**src/logic/pcio_defines.svh**
```systemverilog
// Pin counts, the fixed rest pin, default map values and timing counts of the press-cycle I/O sequencer
`ifndef PCIO_DEFINES_SVH
`define PCIO_DEFINES_SVH

// ==========================================================
// Pin counts
`define PCIO_NUM_IN 15
`define PCIO_NUM_OUT 15
`define PCIO_SEL_W 5
`define PCIO_REST_PIN 4'h1

// ==========================================================
// Default input map (function codes, see package)
`define PCIO_DEF_IN0 5'h01
`define PCIO_DEF_IN1 5'h02
`define PCIO_DEF_IN2 5'h05
`define PCIO_DEF_IN3 5'h06
`define PCIO_DEF_IN4 5'h0b
`define PCIO_DEF_IN5 5'h0d
`define PCIO_DEF_IN6 5'h0e
`define PCIO_DEF_IN7 5'h0f

// ==========================================================
// Default output map
`define PCIO_DEF_OUT0 5'h01
`define PCIO_DEF_OUT1 5'h02
`define PCIO_DEF_OUT2 5'h04
`define PCIO_DEF_OUT3 5'h05
`define PCIO_DEF_OUT4 5'h07
`define PCIO_DEF_OUT7 5'h03

// ==========================================================
// Debounce timing
`define PCIO_CLK_HZ 25000000
`define PCIO_DEBOUNCE_US 1000
`define PCIO_DEBOUNCE_CYC ((`PCIO_DEBOUNCE_US * (`PCIO_CLK_HZ / 1000000)))

`endif

```
**src/logic/pcio_pkg.sv**
```systemverilog
// Types of the press-cycle I/O sequencer
package pcio_pkg;
	typedef logic [4:0] pcio_fn_t;

	// Input functions
	typedef enum logic [4:0] {
		PCIO_IN_NONE = 5'h00,
		PCIO_IN_START = 5'h01,
		PCIO_IN_REST = 5'h02,
		PCIO_IN_RECIPE_BIT = 5'h03,
		PCIO_IN_STEP_BIT = 5'h04,
		PCIO_IN_SCRAP1 = 5'h05,
		PCIO_IN_SCRAP2 = 5'h06,
		PCIO_IN_SAMPLE_BIN = 5'h07,
		PCIO_IN_RESET = 5'h08,
		PCIO_IN_AIR = 5'h09,
		PCIO_IN_PERMIT = 5'h0a,
		PCIO_IN_TEST_RET1 = 5'h0b,
		PCIO_IN_PICK = 5'h0c,
		PCIO_IN_SERVICE = 5'h0d,
		PCIO_IN_PULSE_L = 5'h0e,
		PCIO_IN_PULSE_R = 5'h0f,
		PCIO_IN_NO_ALARM = 5'h10,
		PCIO_IN_SAFETY = 5'h11,
		PCIO_IN_TABLE = 5'h12
	} pcio_in_fn_e;

	// Output functions
	typedef enum logic [4:0] {
		PCIO_OUT_NONE = 5'h00,
		PCIO_OUT_PASS = 5'h01,
		PCIO_OUT_FAIL1 = 5'h02,
		PCIO_OUT_FAIL2 = 5'h03,
		PCIO_OUT_CONSENT = 5'h04,
		PCIO_OUT_ALERT = 5'h05,
		PCIO_OUT_TEST_TRIG = 5'h06,
		PCIO_OUT_CONTACT = 5'h07,
		PCIO_OUT_RECIPE_BIT = 5'h08,
		PCIO_OUT_STEP_BIT = 5'h09,
		PCIO_OUT_LAMP_PASS = 5'h0a,
		PCIO_OUT_LAMP_FAIL1 = 5'h0b,
		PCIO_OUT_LAMP_FAIL2 = 5'h0c
	} pcio_out_fn_e;

	// Cycle states, Gray along idle->press->return->result
	typedef enum logic [2:0] {
		PCIO_ST_IDLE = 3'b000,
		PCIO_ST_PRESS = 3'b001,
		PCIO_ST_RETURN = 3'b011,
		PCIO_ST_RESULT = 3'b010,
		PCIO_ST_LOCK = 3'b110
	} pcio_state_e;
endpackage

```
**src/logic/pcio_debounce.sv**
```systemverilog
// Two-flop synchroniser and debounce filter for one input
`timescale 1ns/1ps
`include "pcio_defines.svh"
module pcio_debounce #(
	parameter int CYCLES = `PCIO_DEBOUNCE_CYC
) (
	// Clock and reset
	input wire logic clk,
	input wire logic arst_n,
	// Pin and filtered level
	input wire logic pin,
	output logic level
);
	localparam int CW = $clog2(CYCLES + 1);
	logic meta_q;
	logic sync_q;
	logic [CW-1:0] cnt_q;

	always_ff @(posedge clk or negedge arst_n) begin
		if (!arst_n) begin
			meta_q <= 1'b0;
			sync_q <= 1'b0;
		end else begin
			meta_q <= pin;
			sync_q <= meta_q;
		end
	end

	// Level changes only after it stays stable for CYCLES clocks
	always_ff @(posedge clk or negedge arst_n) begin
		if (!arst_n) begin
			cnt_q <= '0;
			level <= 1'b0;
		end else if (sync_q == level) begin
			cnt_q <= '0;
		end else if (cnt_q == CW'(CYCLES - 1)) begin
			cnt_q <= '0;
			level <= sync_q;
		end else begin
			cnt_q <= cnt_q + 1'b1;
		end
	end
endmodule

```
**src/logic/pcio_out_mux.sv**
```systemverilog
// One output pin function selector
`timescale 1ns/1ps
`include "pcio_defines.svh"
module pcio_out_mux (
	// Clock and reset
	input wire logic clk,
	input wire logic arst_n,
	// Selection
	input wire pcio_pkg::pcio_fn_t fn,
	input wire logic [3:0] bit_idx,
	// Function sources
	input wire logic pass,
	input wire logic fail1,
	input wire logic fail2,
	input wire logic consent,
	input wire logic alert,
	input wire logic test_trig,
	input wire logic contact,
	input wire logic [7:0] recipe,
	input wire logic [7:0] step,
	// Pin
	output logic pin
);
	import pcio_pkg::*;
	logic pin_d;

	always_comb begin
		case (fn)
			PCIO_OUT_PASS, PCIO_OUT_LAMP_PASS: pin_d = pass;
			PCIO_OUT_FAIL1, PCIO_OUT_LAMP_FAIL1: pin_d = fail1;
			PCIO_OUT_FAIL2, PCIO_OUT_LAMP_FAIL2: pin_d = fail2;
			PCIO_OUT_CONSENT: pin_d = consent;
			PCIO_OUT_ALERT: pin_d = alert;
			PCIO_OUT_TEST_TRIG: pin_d = test_trig;
			PCIO_OUT_CONTACT: pin_d = contact;
			PCIO_OUT_RECIPE_BIT: pin_d = (bit_idx < 4'h8) ? recipe[bit_idx[2:0]] : 1'b0;
			PCIO_OUT_STEP_BIT: pin_d = (bit_idx < 4'h8) ? step[bit_idx[2:0]] : 1'b0;
			default: pin_d = 1'b0;
		endcase
	end

	always_ff @(posedge clk or negedge arst_n) begin
		if (!arst_n) begin
			pin <= 1'b0;
		end else begin
			pin <= pin_d;
		end
	end
endmodule

```
**src/logic/pcio_sequencer.sv**
```systemverilog
// Press-cycle I/O function mapper and cycle sequencer
`timescale 1ns/1ps
`include "pcio_defines.svh"

module pcio_sequencer #(
	parameter int NUM_IN = `PCIO_NUM_IN,
	parameter int NUM_OUT = `PCIO_NUM_OUT,
	parameter int DEBOUNCE_CYC = `PCIO_DEBOUNCE_CYC
) (
	// Clock and reset
	input wire logic clk,
	input wire logic arst_n,
	// Digital input pins
	input wire logic [NUM_IN-1:0] in_pins,
	// Digital output pins
	output logic [NUM_OUT-1:0] out_pins,
	// Map configuration write port
	input wire logic cfg_in_we,
	input wire logic [3:0] cfg_in_idx,
	input wire pcio_pkg::pcio_fn_t cfg_in_fn,
	input wire logic cfg_out_we,
	input wire logic [3:0] cfg_out_idx,
	input wire pcio_pkg::pcio_fn_t cfg_out_fn,
	// Measurement core hooks
	input wire logic ready,
	input wire logic stop_reached,
	input wire logic contact_seen,
	input wire logic piece_pass,
	input wire logic piece_special,
	input wire logic encoder_index,
	input wire logic alert_req,
	input wire logic test_req,
	input wire logic reset_key,
	// Status to the measurement core
	output logic acq_active,
	output logic acq_abort,
	output logic position_zero,
	output logic supervision_en,
	output logic locked,
	output logic [7:0] recipe_num,
	output logic [7:0] step_num,
	output pcio_pkg::pcio_state_e state
);
	import pcio_pkg::*;

	// ==========================================================
	// Input conditioning
	logic [NUM_IN-1:0] in_lvl;
	genvar gi;
	generate
		for (gi = 0; gi < NUM_IN; gi++) begin : g_in
			pcio_debounce #(.CYCLES(DEBOUNCE_CYC)) u_db (
				.clk(clk),
				.arst_n(arst_n),
				.pin(in_pins[gi]),
				.level(in_lvl[gi])
			);
		end
	endgenerate

	// ==========================================================
	// Map storage
	pcio_fn_t in_map_q [NUM_IN];
	pcio_fn_t out_map_q [NUM_OUT];

	function automatic pcio_fn_t in_default(input int i);
		case (i)
			0: in_default = `PCIO_DEF_IN0;
			1: in_default = `PCIO_DEF_IN1;
			2: in_default = `PCIO_DEF_IN2;
			3: in_default = `PCIO_DEF_IN3;
			4: in_default = `PCIO_DEF_IN4;
			5: in_default = `PCIO_DEF_IN5;
			6: in_default = `PCIO_DEF_IN6;
			7: in_default = `PCIO_DEF_IN7;
			default: in_default = PCIO_IN_NONE;
		endcase
	endfunction

	function automatic pcio_fn_t out_default(input int i);
		case (i)
			0: out_default = `PCIO_DEF_OUT0;
			1: out_default = `PCIO_DEF_OUT1;
			2: out_default = `PCIO_DEF_OUT2;
			3: out_default = `PCIO_DEF_OUT3;
			4: out_default = `PCIO_DEF_OUT4;
			7: out_default = `PCIO_DEF_OUT7;
			default: out_default = PCIO_OUT_NONE;
		endcase
	endfunction

	generate
		for (gi = 0; gi < NUM_IN; gi++) begin : g_imap
			always_ff @(posedge clk or negedge arst_n) begin
				if (!arst_n) begin
					in_map_q[gi] <= in_default(gi);
				end else if (gi == `PCIO_REST_PIN) begin
					in_map_q[gi] <= PCIO_IN_REST;
				end else if (cfg_in_we && cfg_in_idx == 4'(gi)) begin
					// Rest limit only lives on its fixed pin
					in_map_q[gi] <= (cfg_in_fn == PCIO_IN_REST) ? PCIO_IN_NONE
						: cfg_in_fn;
				end
			end
		end
		for (gi = 0; gi < NUM_OUT; gi++) begin : g_omap
			always_ff @(posedge clk or negedge arst_n) begin
				if (!arst_n) begin
					out_map_q[gi] <= out_default(gi);
				end else if (cfg_out_we && cfg_out_idx == 4'(gi)) begin
					out_map_q[gi] <= cfg_out_fn;
				end
			end
		end
	endgenerate

	// ==========================================================
	// Function decode from pins
	logic start_f;
	logic rest_f;
	logic reset_f;
	logic service_f;
	logic permit_ok;
	logic [7:0] recipe_d;
	logic [7:0] step_d;

	always_comb begin
		logic [3:0] rb;
		logic [3:0] sb;
		rb = '0;
		sb = '0;
		start_f = 1'b0;
		rest_f = in_lvl[`PCIO_REST_PIN];
		reset_f = 1'b0;
		service_f = 1'b0;
		permit_ok = 1'b1;
		recipe_d = '0;
		step_d = '0;
		// Several pins may share one function; they combine here
		for (int i = 0; i < NUM_IN; i++) begin
			case (in_map_q[i])
				PCIO_IN_START, PCIO_IN_PULSE_L, PCIO_IN_PULSE_R:
					start_f = start_f | in_lvl[i];
				PCIO_IN_RESET: reset_f = reset_f | in_lvl[i];
				PCIO_IN_SERVICE: service_f = service_f | in_lvl[i];
				PCIO_IN_PERMIT: permit_ok = permit_ok & in_lvl[i];
				PCIO_IN_RECIPE_BIT: begin
					// Lowest pin is bit 0; pins past the eighth are ignored
					if (rb < 4'h8) begin
						recipe_d[rb[2:0]] = in_lvl[i];
					end
					rb = rb + 4'h1;
				end
				PCIO_IN_STEP_BIT: begin
					if (sb < 4'h8) begin
						step_d[sb[2:0]] = in_lvl[i];
					end
					sb = sb + 4'h1;
				end
				default: ;
			endcase
		end
	end

	assign supervision_en = !service_f;
	// Index pulse only zeroes position with the cylinder back
	assign position_zero = rest_f & encoder_index;

	// Job changes are ignored while a cycle request is active
	always_ff @(posedge clk or negedge arst_n) begin
		if (!arst_n) begin
			recipe_num <= '0;
			step_num <= '0;
		end else if (!start_f) begin
			recipe_num <= recipe_d;
			step_num <= step_d;
		end
	end

	// ==========================================================
	// Cycle sequencer
	logic consent_q;
	logic pass_q;
	logic fail1_q;
	logic fail2_q;
	logic verdict_q;
	logic special_q;
	logic lock_clr;

	// In service mode the reject lockout is not enforced
	assign lock_clr = reset_f | reset_key | service_f;

	// Cylinder must be seen off the rest switch before a return counts;
	// the filtered rest level lags the pin, so an early stop still sees it high
	logic left_rest_q;
	logic returned;

	always_ff @(posedge clk or negedge arst_n) begin
		if (!arst_n) begin
			left_rest_q <= 1'b0;
		end else if (state == PCIO_ST_IDLE) begin
			left_rest_q <= 1'b0;
		end else if (acq_active && !rest_f) begin
			left_rest_q <= 1'b1;
		end
	end

	assign returned = left_rest_q && rest_f;

	always_ff @(posedge clk or negedge arst_n) begin
		if (!arst_n) begin
			state <= PCIO_ST_IDLE;
			consent_q <= 1'b0;
			verdict_q <= 1'b0;
			special_q <= 1'b0;
			acq_abort <= 1'b0;
		end else begin
			acq_abort <= 1'b0;
			case (state)
				PCIO_ST_IDLE: begin
					// A cycle never starts away from the rest position
					if (start_f && ready && rest_f && (permit_ok || service_f)) begin
						state <= PCIO_ST_PRESS;
						consent_q <= 1'b1;
					end
				end
				PCIO_ST_PRESS: begin
					if (!start_f) begin
						state <= PCIO_ST_IDLE;
						consent_q <= 1'b0;
						acq_abort <= 1'b1;
					end else if (stop_reached) begin
						consent_q <= 1'b0;
						verdict_q <= piece_pass;
						special_q <= piece_special;
						state <= PCIO_ST_RETURN;
					end
				end
				PCIO_ST_RETURN: begin
					if (!start_f) begin
						state <= PCIO_ST_IDLE;
						acq_abort <= 1'b1;
					end else if (returned) begin
						// A stale filtered rest level is not a return
						state <= PCIO_ST_RESULT;
					end
				end
				PCIO_ST_RESULT: begin
					// Result holds until the request is released at rest; a fail outside service mode goes to lock first
					if (!verdict_q && !service_f) begin
						state <= PCIO_ST_LOCK;
					end else if (!start_f && rest_f) begin
						state <= PCIO_ST_IDLE;
					end
				end
				PCIO_ST_LOCK: begin
					if (lock_clr) begin
						state <= PCIO_ST_IDLE;
					end
				end
				default: state <= PCIO_ST_IDLE;
			endcase
		end
	end

	assign locked = (state == PCIO_ST_LOCK);
	assign acq_active = (state == PCIO_ST_PRESS) || (state == PCIO_ST_RETURN);

	// Result flags set on entry to result, kept through lock, cleared on new press
	always_ff @(posedge clk or negedge arst_n) begin
		if (!arst_n) begin
			pass_q <= 1'b0;
			fail1_q <= 1'b0;
			fail2_q <= 1'b0;
		end else if (state == PCIO_ST_RETURN && returned && start_f) begin
			pass_q <= verdict_q;
			fail1_q <= !verdict_q && !special_q;
			fail2_q <= !verdict_q && special_q;
		end else if (state == PCIO_ST_PRESS || (state == PCIO_ST_IDLE && !locked)) begin
			pass_q <= (state == PCIO_ST_IDLE) ? pass_q : 1'b0;
			fail1_q <= (state == PCIO_ST_IDLE) ? fail1_q : 1'b0;
			fail2_q <= (state == PCIO_ST_IDLE) ? fail2_q : 1'b0;
		end
	end

	logic contact_o;
	assign contact_o = consent_q && contact_seen && !rest_f;

	// ==========================================================
	// Output pins
	generate
		// The n-th pin carrying a bit function shows bit n of its number
		for (gi = 0; gi < NUM_OUT; gi++) begin : g_out
			logic [3:0] idx;
			always_comb begin
				idx = '0;
				for (int j = 0; j < gi; j++) begin
					if (out_map_q[j] == out_map_q[gi]) begin
						idx = idx + 4'h1;
					end
				end
			end
			pcio_out_mux u_mux (
				.clk(clk),
				.arst_n(arst_n),
				.fn(out_map_q[gi]),
				.bit_idx(idx),
				.pass(pass_q),
				.fail1(fail1_q),
				.fail2(fail2_q),
				.consent(consent_q),
				.alert(alert_req),
				.test_trig(test_req),
				.contact(contact_o),
				.recipe(recipe_num),
				.step(step_num),
				.pin(out_pins[gi])
			);
		end
	endgenerate
endmodule

```
**config.mk**
```make
export PLATFORM = sky130hd
export DESIGN_NAME = pcio_sequencer
export DESIGN_NICKNAME = d
export VERILOG_FILES = /design/src/logic/pcio_pkg.sv /design/src/logic/pcio_debounce.sv /design/src/logic/pcio_out_mux.sv /design/src/logic/pcio_sequencer.sv
export VERILOG_INCLUDE_DIRS = /design/src /design/src/logic
export SDC_FILE = /design/constraint.sdc
export NUM_CORES = 2
export LEC_CHECK = 0
export BUFFER_PORTS_ARGS = -buffer_cell sky130_fd_sc_hd__buf_4
export CAP_MARGIN = 30
export CORE_MARGIN = 8
export CORE_UTILIZATION = 60
export DETAILED_ROUTE_END_ITERATION = 12
export PLACE_DENSITY_LB_ADDON = 0.05
export SYNTH_ARGS = -nofsm -noshare
export SYNTH_HDL_FRONTEND = slang
export SYNTH_SLANG_ARGS = --single-unit
```
**constraint.sdc**
```tcl
create_clock -name clk -period 10.7 [get_ports clk]
set_input_delay 1.07 -clock clk [delete_from_list [all_inputs] [get_ports clk]]
set_output_delay 1.07 -clock clk [all_outputs]
set_load 0.02 [all_outputs]
```
==> results.toml <==
[run_status]
outcome = "finished clean"

[timing]
slew_headroom_pct = 22.08
skew_ns = 0.01341
rsz0062_at_grt = "no"
fin_hold_ws_ns = 0.3498
fin_tns_setup_ns = 0
min_period_ns = 9.975
slew_violations = 0
setup_viol = 0
fin_crit_sh_pct = 93.22
worstMarginPinSlew_ns = 1.153
clock.fmax_mhz = 100.3
setup_ws_ns = 0.7252
hold_violations = 0

[pwr]
p_leak_nw = 18.99
power_frac_comb_pct = 55.4
seq_power_share_pct = 24.9
power_density_nw_per_um2 = 202.4
vdd_drop_max_mv = 0.1560
intPower_mw = 5.155
clkPwrFrac_pct = 19.7
p_switching_mw = 4.088
p_sw_share_pct = 44.23

[detailed_routing]
via_per_inst = 6.236
drtIter0Drc = 2988
ant_nets = 0
wl_mm = 123.5
vias = 36170
drc = 0
drt_pass1_iterations = 6
wl_per_cell_um = 21.29

[synthesis]
yosysWarnings = 0
synth_flop_cell = "dfrtp_1"
syn-num-nets = 5061
postSynthCellCount = 4879
synth_edf_count = 0
yosysTopAreaCell = "dfrtp_1"
postSynth.asyncResetShare_pct = 100.0
synth_common_cells = "nor2_1 (536), xnor2_1 (505), xor2_1 (463), dfrtp_1 (429), nand2_1 (362)"
netlist_area_um2 = 42500
synth_top_area_share_pct = 25.26
yosys.cell_count.top_type = "nor2_1"
synth_area_per_cell_um2 = 8.711
synth-seq-cells = 457
ys_seq_area_share_pct = 26.99
yosysUniqueCellTypes = 121
synthTopCellsByArea = "dfrtp_1 (25%), xnor2_1 (10%), xor2_1 (9.5%)"

[critical_path]
worst_setup_path_end_kind = "flip-flop"
reg2reg_depth = 43
cp.depth = 43
crit_start = "in_map_q[70]"
critPathMaxStageDelay_ns = 0.56
worst-path-buf-inv = 6
regToRegStartpoint = "in_map_q[70]"
reg2reg_slack_ns = 0.73
critPathKind = "flip-flop to flip-flop"
cp_slowest_cell = "dfstp_2"
arrival_ns = 10.47
cp-start-kind = "flip-flop"
cp-endpoint = "recipe_num[5]"
rr_endpoint = "recipe_num[5]"
path_delay_family = "adder cells"
critPathMaxFanout = 11
crit_required_ns = 11.19
cp_common_cell = "ha_1"

[layout]
fillers = 6062
multi_input_area_um2 = 29330
fin_util_pct = 65.21
instances_no_fill = 5800
fin_nets = 5000
drive_gt1_share_pct = 13.97
synthToLayoutAreaGrowth_pct = 7.448
diodes = 0
regArea_um2 = 11470

[die]
rows = 97
core_area_um2 = 70030
fp.dieH_um = 282.2
die-area_um2 = 79610
die_w_um = 282.2
start_util_pct = 60.69
num_io_pins = 85

[grt]
grt_pass1_wl_mm = 194.6
grt_util_all_layers_pct = 30.51
antenna_found_initial = 1
grt_pass1_vias = 34760
grt_max_degree = 161
grt-ovfl-total = 0

[placed_design]
dp_hpwl_mm = 87.99
place_ws_ns = 0.1254
place_inst = 5704
numPortBuffers = 84
place.gp.congestion = 0.9726

[cts]
htree_levels = 2
cts_buffers = 52
cts_root_buf = "clkbuf_16"
cts_tree = "done"
clock_latency_ns = 0.61
cts_hold_buf = 0
clockBufferDepth = 3
clkTransAtPathRegs_ns = 0.06
cts.sinks = 457

[worst_hold_path]
hp-class = "flip-flop to flip-flop"

[run]
max_cap_viol_count = 0
[power groups by stage]
| stage | combinational, mW | clock (mW) | sequential, mW |
|---|---|---|---|
| 6_report | 5.12 | 1.82 | 2.30 |
| 5_1_grt | 5.63 | 1.93 | 2.32 |
| 4_1_cts | 5.06 | 1.86 | 2.28 |
| 3_5_place_dp | 5.03 | 0 | 2.31 |
| 3_3_place_gp | 4.92 | 0 | 2.31 |
| 2_1_floorplan | 4.17 | 0 | 2.07 |
[state kept, by name (all words and copies together) (netlist names)]
register / flops
consent_q: 1
in_map_q: 70
g_in.u_db.meta_q: 15
step_num: 8
g_out.u_mux.pin: 15
acq_abort: 1
verdict_q: 1
fail2_q: 1
special_q: 1
g_in.u_db.cnt_q: 225
out_map_q: 75
state: 3
fail1_q: 1
recipe_num: 8
pass_q: 1
g_in.u_db.level: 15
g_in.u_db.sync_q: 15
left_rest_q: 1
[cells in the final DEF (no fill, tap or decap), drive strengths merged, types with 20 or more instances in the layout]
master,netlist,routed
o31ai,23,23
nor3b,21,21
mux2i,93,93
nor2,540,540
mux2,203,203
a21oi,124,124
nand3b,20,20
dfrtp,429,429
nand2,362,362
xnor2,523,523
buf,125,189
nor3,184,184
nor4,46,46
nand4,89,89
o22ai,21,21
o21ai,107,107
dfstp,28,28
inv,128,134
nor4b,38,38
and2,41,41
nand3,345,345
clkbuf,179,70
or3,31,31
mux4,55,55
and4,22,22
xor2,469,469
and3,73,73
ha,134,134
a31oi,51,51
nor2b,22,22
xnor3,26,26
nand2b,29,29
a211oi,28,28
[worst reg2reg max path: cells and delay by family, from the launching register on]
| family | cells | cell delay (ns) |
|---|---|---|
| flip-flops | 1 | 0.56 |
| adder cells (fa/ha/maj) | 11 | 3.77 |
| multiplexers | 1 | 0.29 |
| AND/OR/NAND/NOR | 13 | 2.31 |
| buffers and inverters | 6 | 0.81 |
| AO/OA/AOI/OAI | 12 | 2.10 |
[worst min path at each step]
stage,start,endpoint,cells after the start
floorplan,g_in[0].u_db.meta_q,g_in[0].u_db.sync_q,0
detailed placement,g_in[12].u_db.meta_q,g_in[12].u_db.sync_q,0
global route,g_in[3].u_db.meta_q,g_in[3].u_db.sync_q,0
global placement,g_in[2].u_db.meta_q,g_in[2].u_db.sync_q,0
CTS,g_in[2].u_db.meta_q,g_in[2].u_db.sync_q,0
finish,g_in[12].u_db.meta_q,g_in[12].u_db.sync_q,0
[per-stage QoR]
stage	total power, mW	instance area, µm²
floorplan	6.236	42500
global placement	7.228	43840
detailed placement	7.341	43840
CTS	9.199	45600
global route	9.876	45670
finish	9.243	45670
[per-layer routing]
layer / global-route usage [%] / vias up / wire length, µm
li1: - / 17040 / -
met1: 40.55 / 17270 / 51830
met2: 48.72 / 1494 / 55140
met3: 4.758 / 375 / 9672
met4: 14.46 / 0 / 6851
met5: 0 / - / 0
[area by class of cell]
class | instances | area share [%]
Multi-Input combinational cell | 3988 | 64.23
Sequential cell | 457 | 25.12
Timing Repair Buffer | 189 | 3.173
Clock buffer | 70 | 3.151
Tap cell | 940 | 2.575
Inverter | 130 | 1.069
Clock inverter | 26 | 0.6822
[cells by family (layout without fill, tap and decap cells)]
family          Yosys count  count (layout)  share of synthesized area (%)
simple gates           1912            1912                          22.37
xor+xnor               1023            1023                          22.71
compound gates          565             565                          9.194
flops                   457             457                          26.99
buf+inv                 434             415                          4.192
mux                     351             351                          10.48
fa+ha+maj               137             137                          4.063
[what timing repair did]
action | in CTS | in global routing
resized for setup | 0 | 18
endpoints found under the setup margin | 0 | 16
setup buffers | 0 | 0
endpoints found under the hold margin | 0 | 0
(Power assumes the default switching activity.)
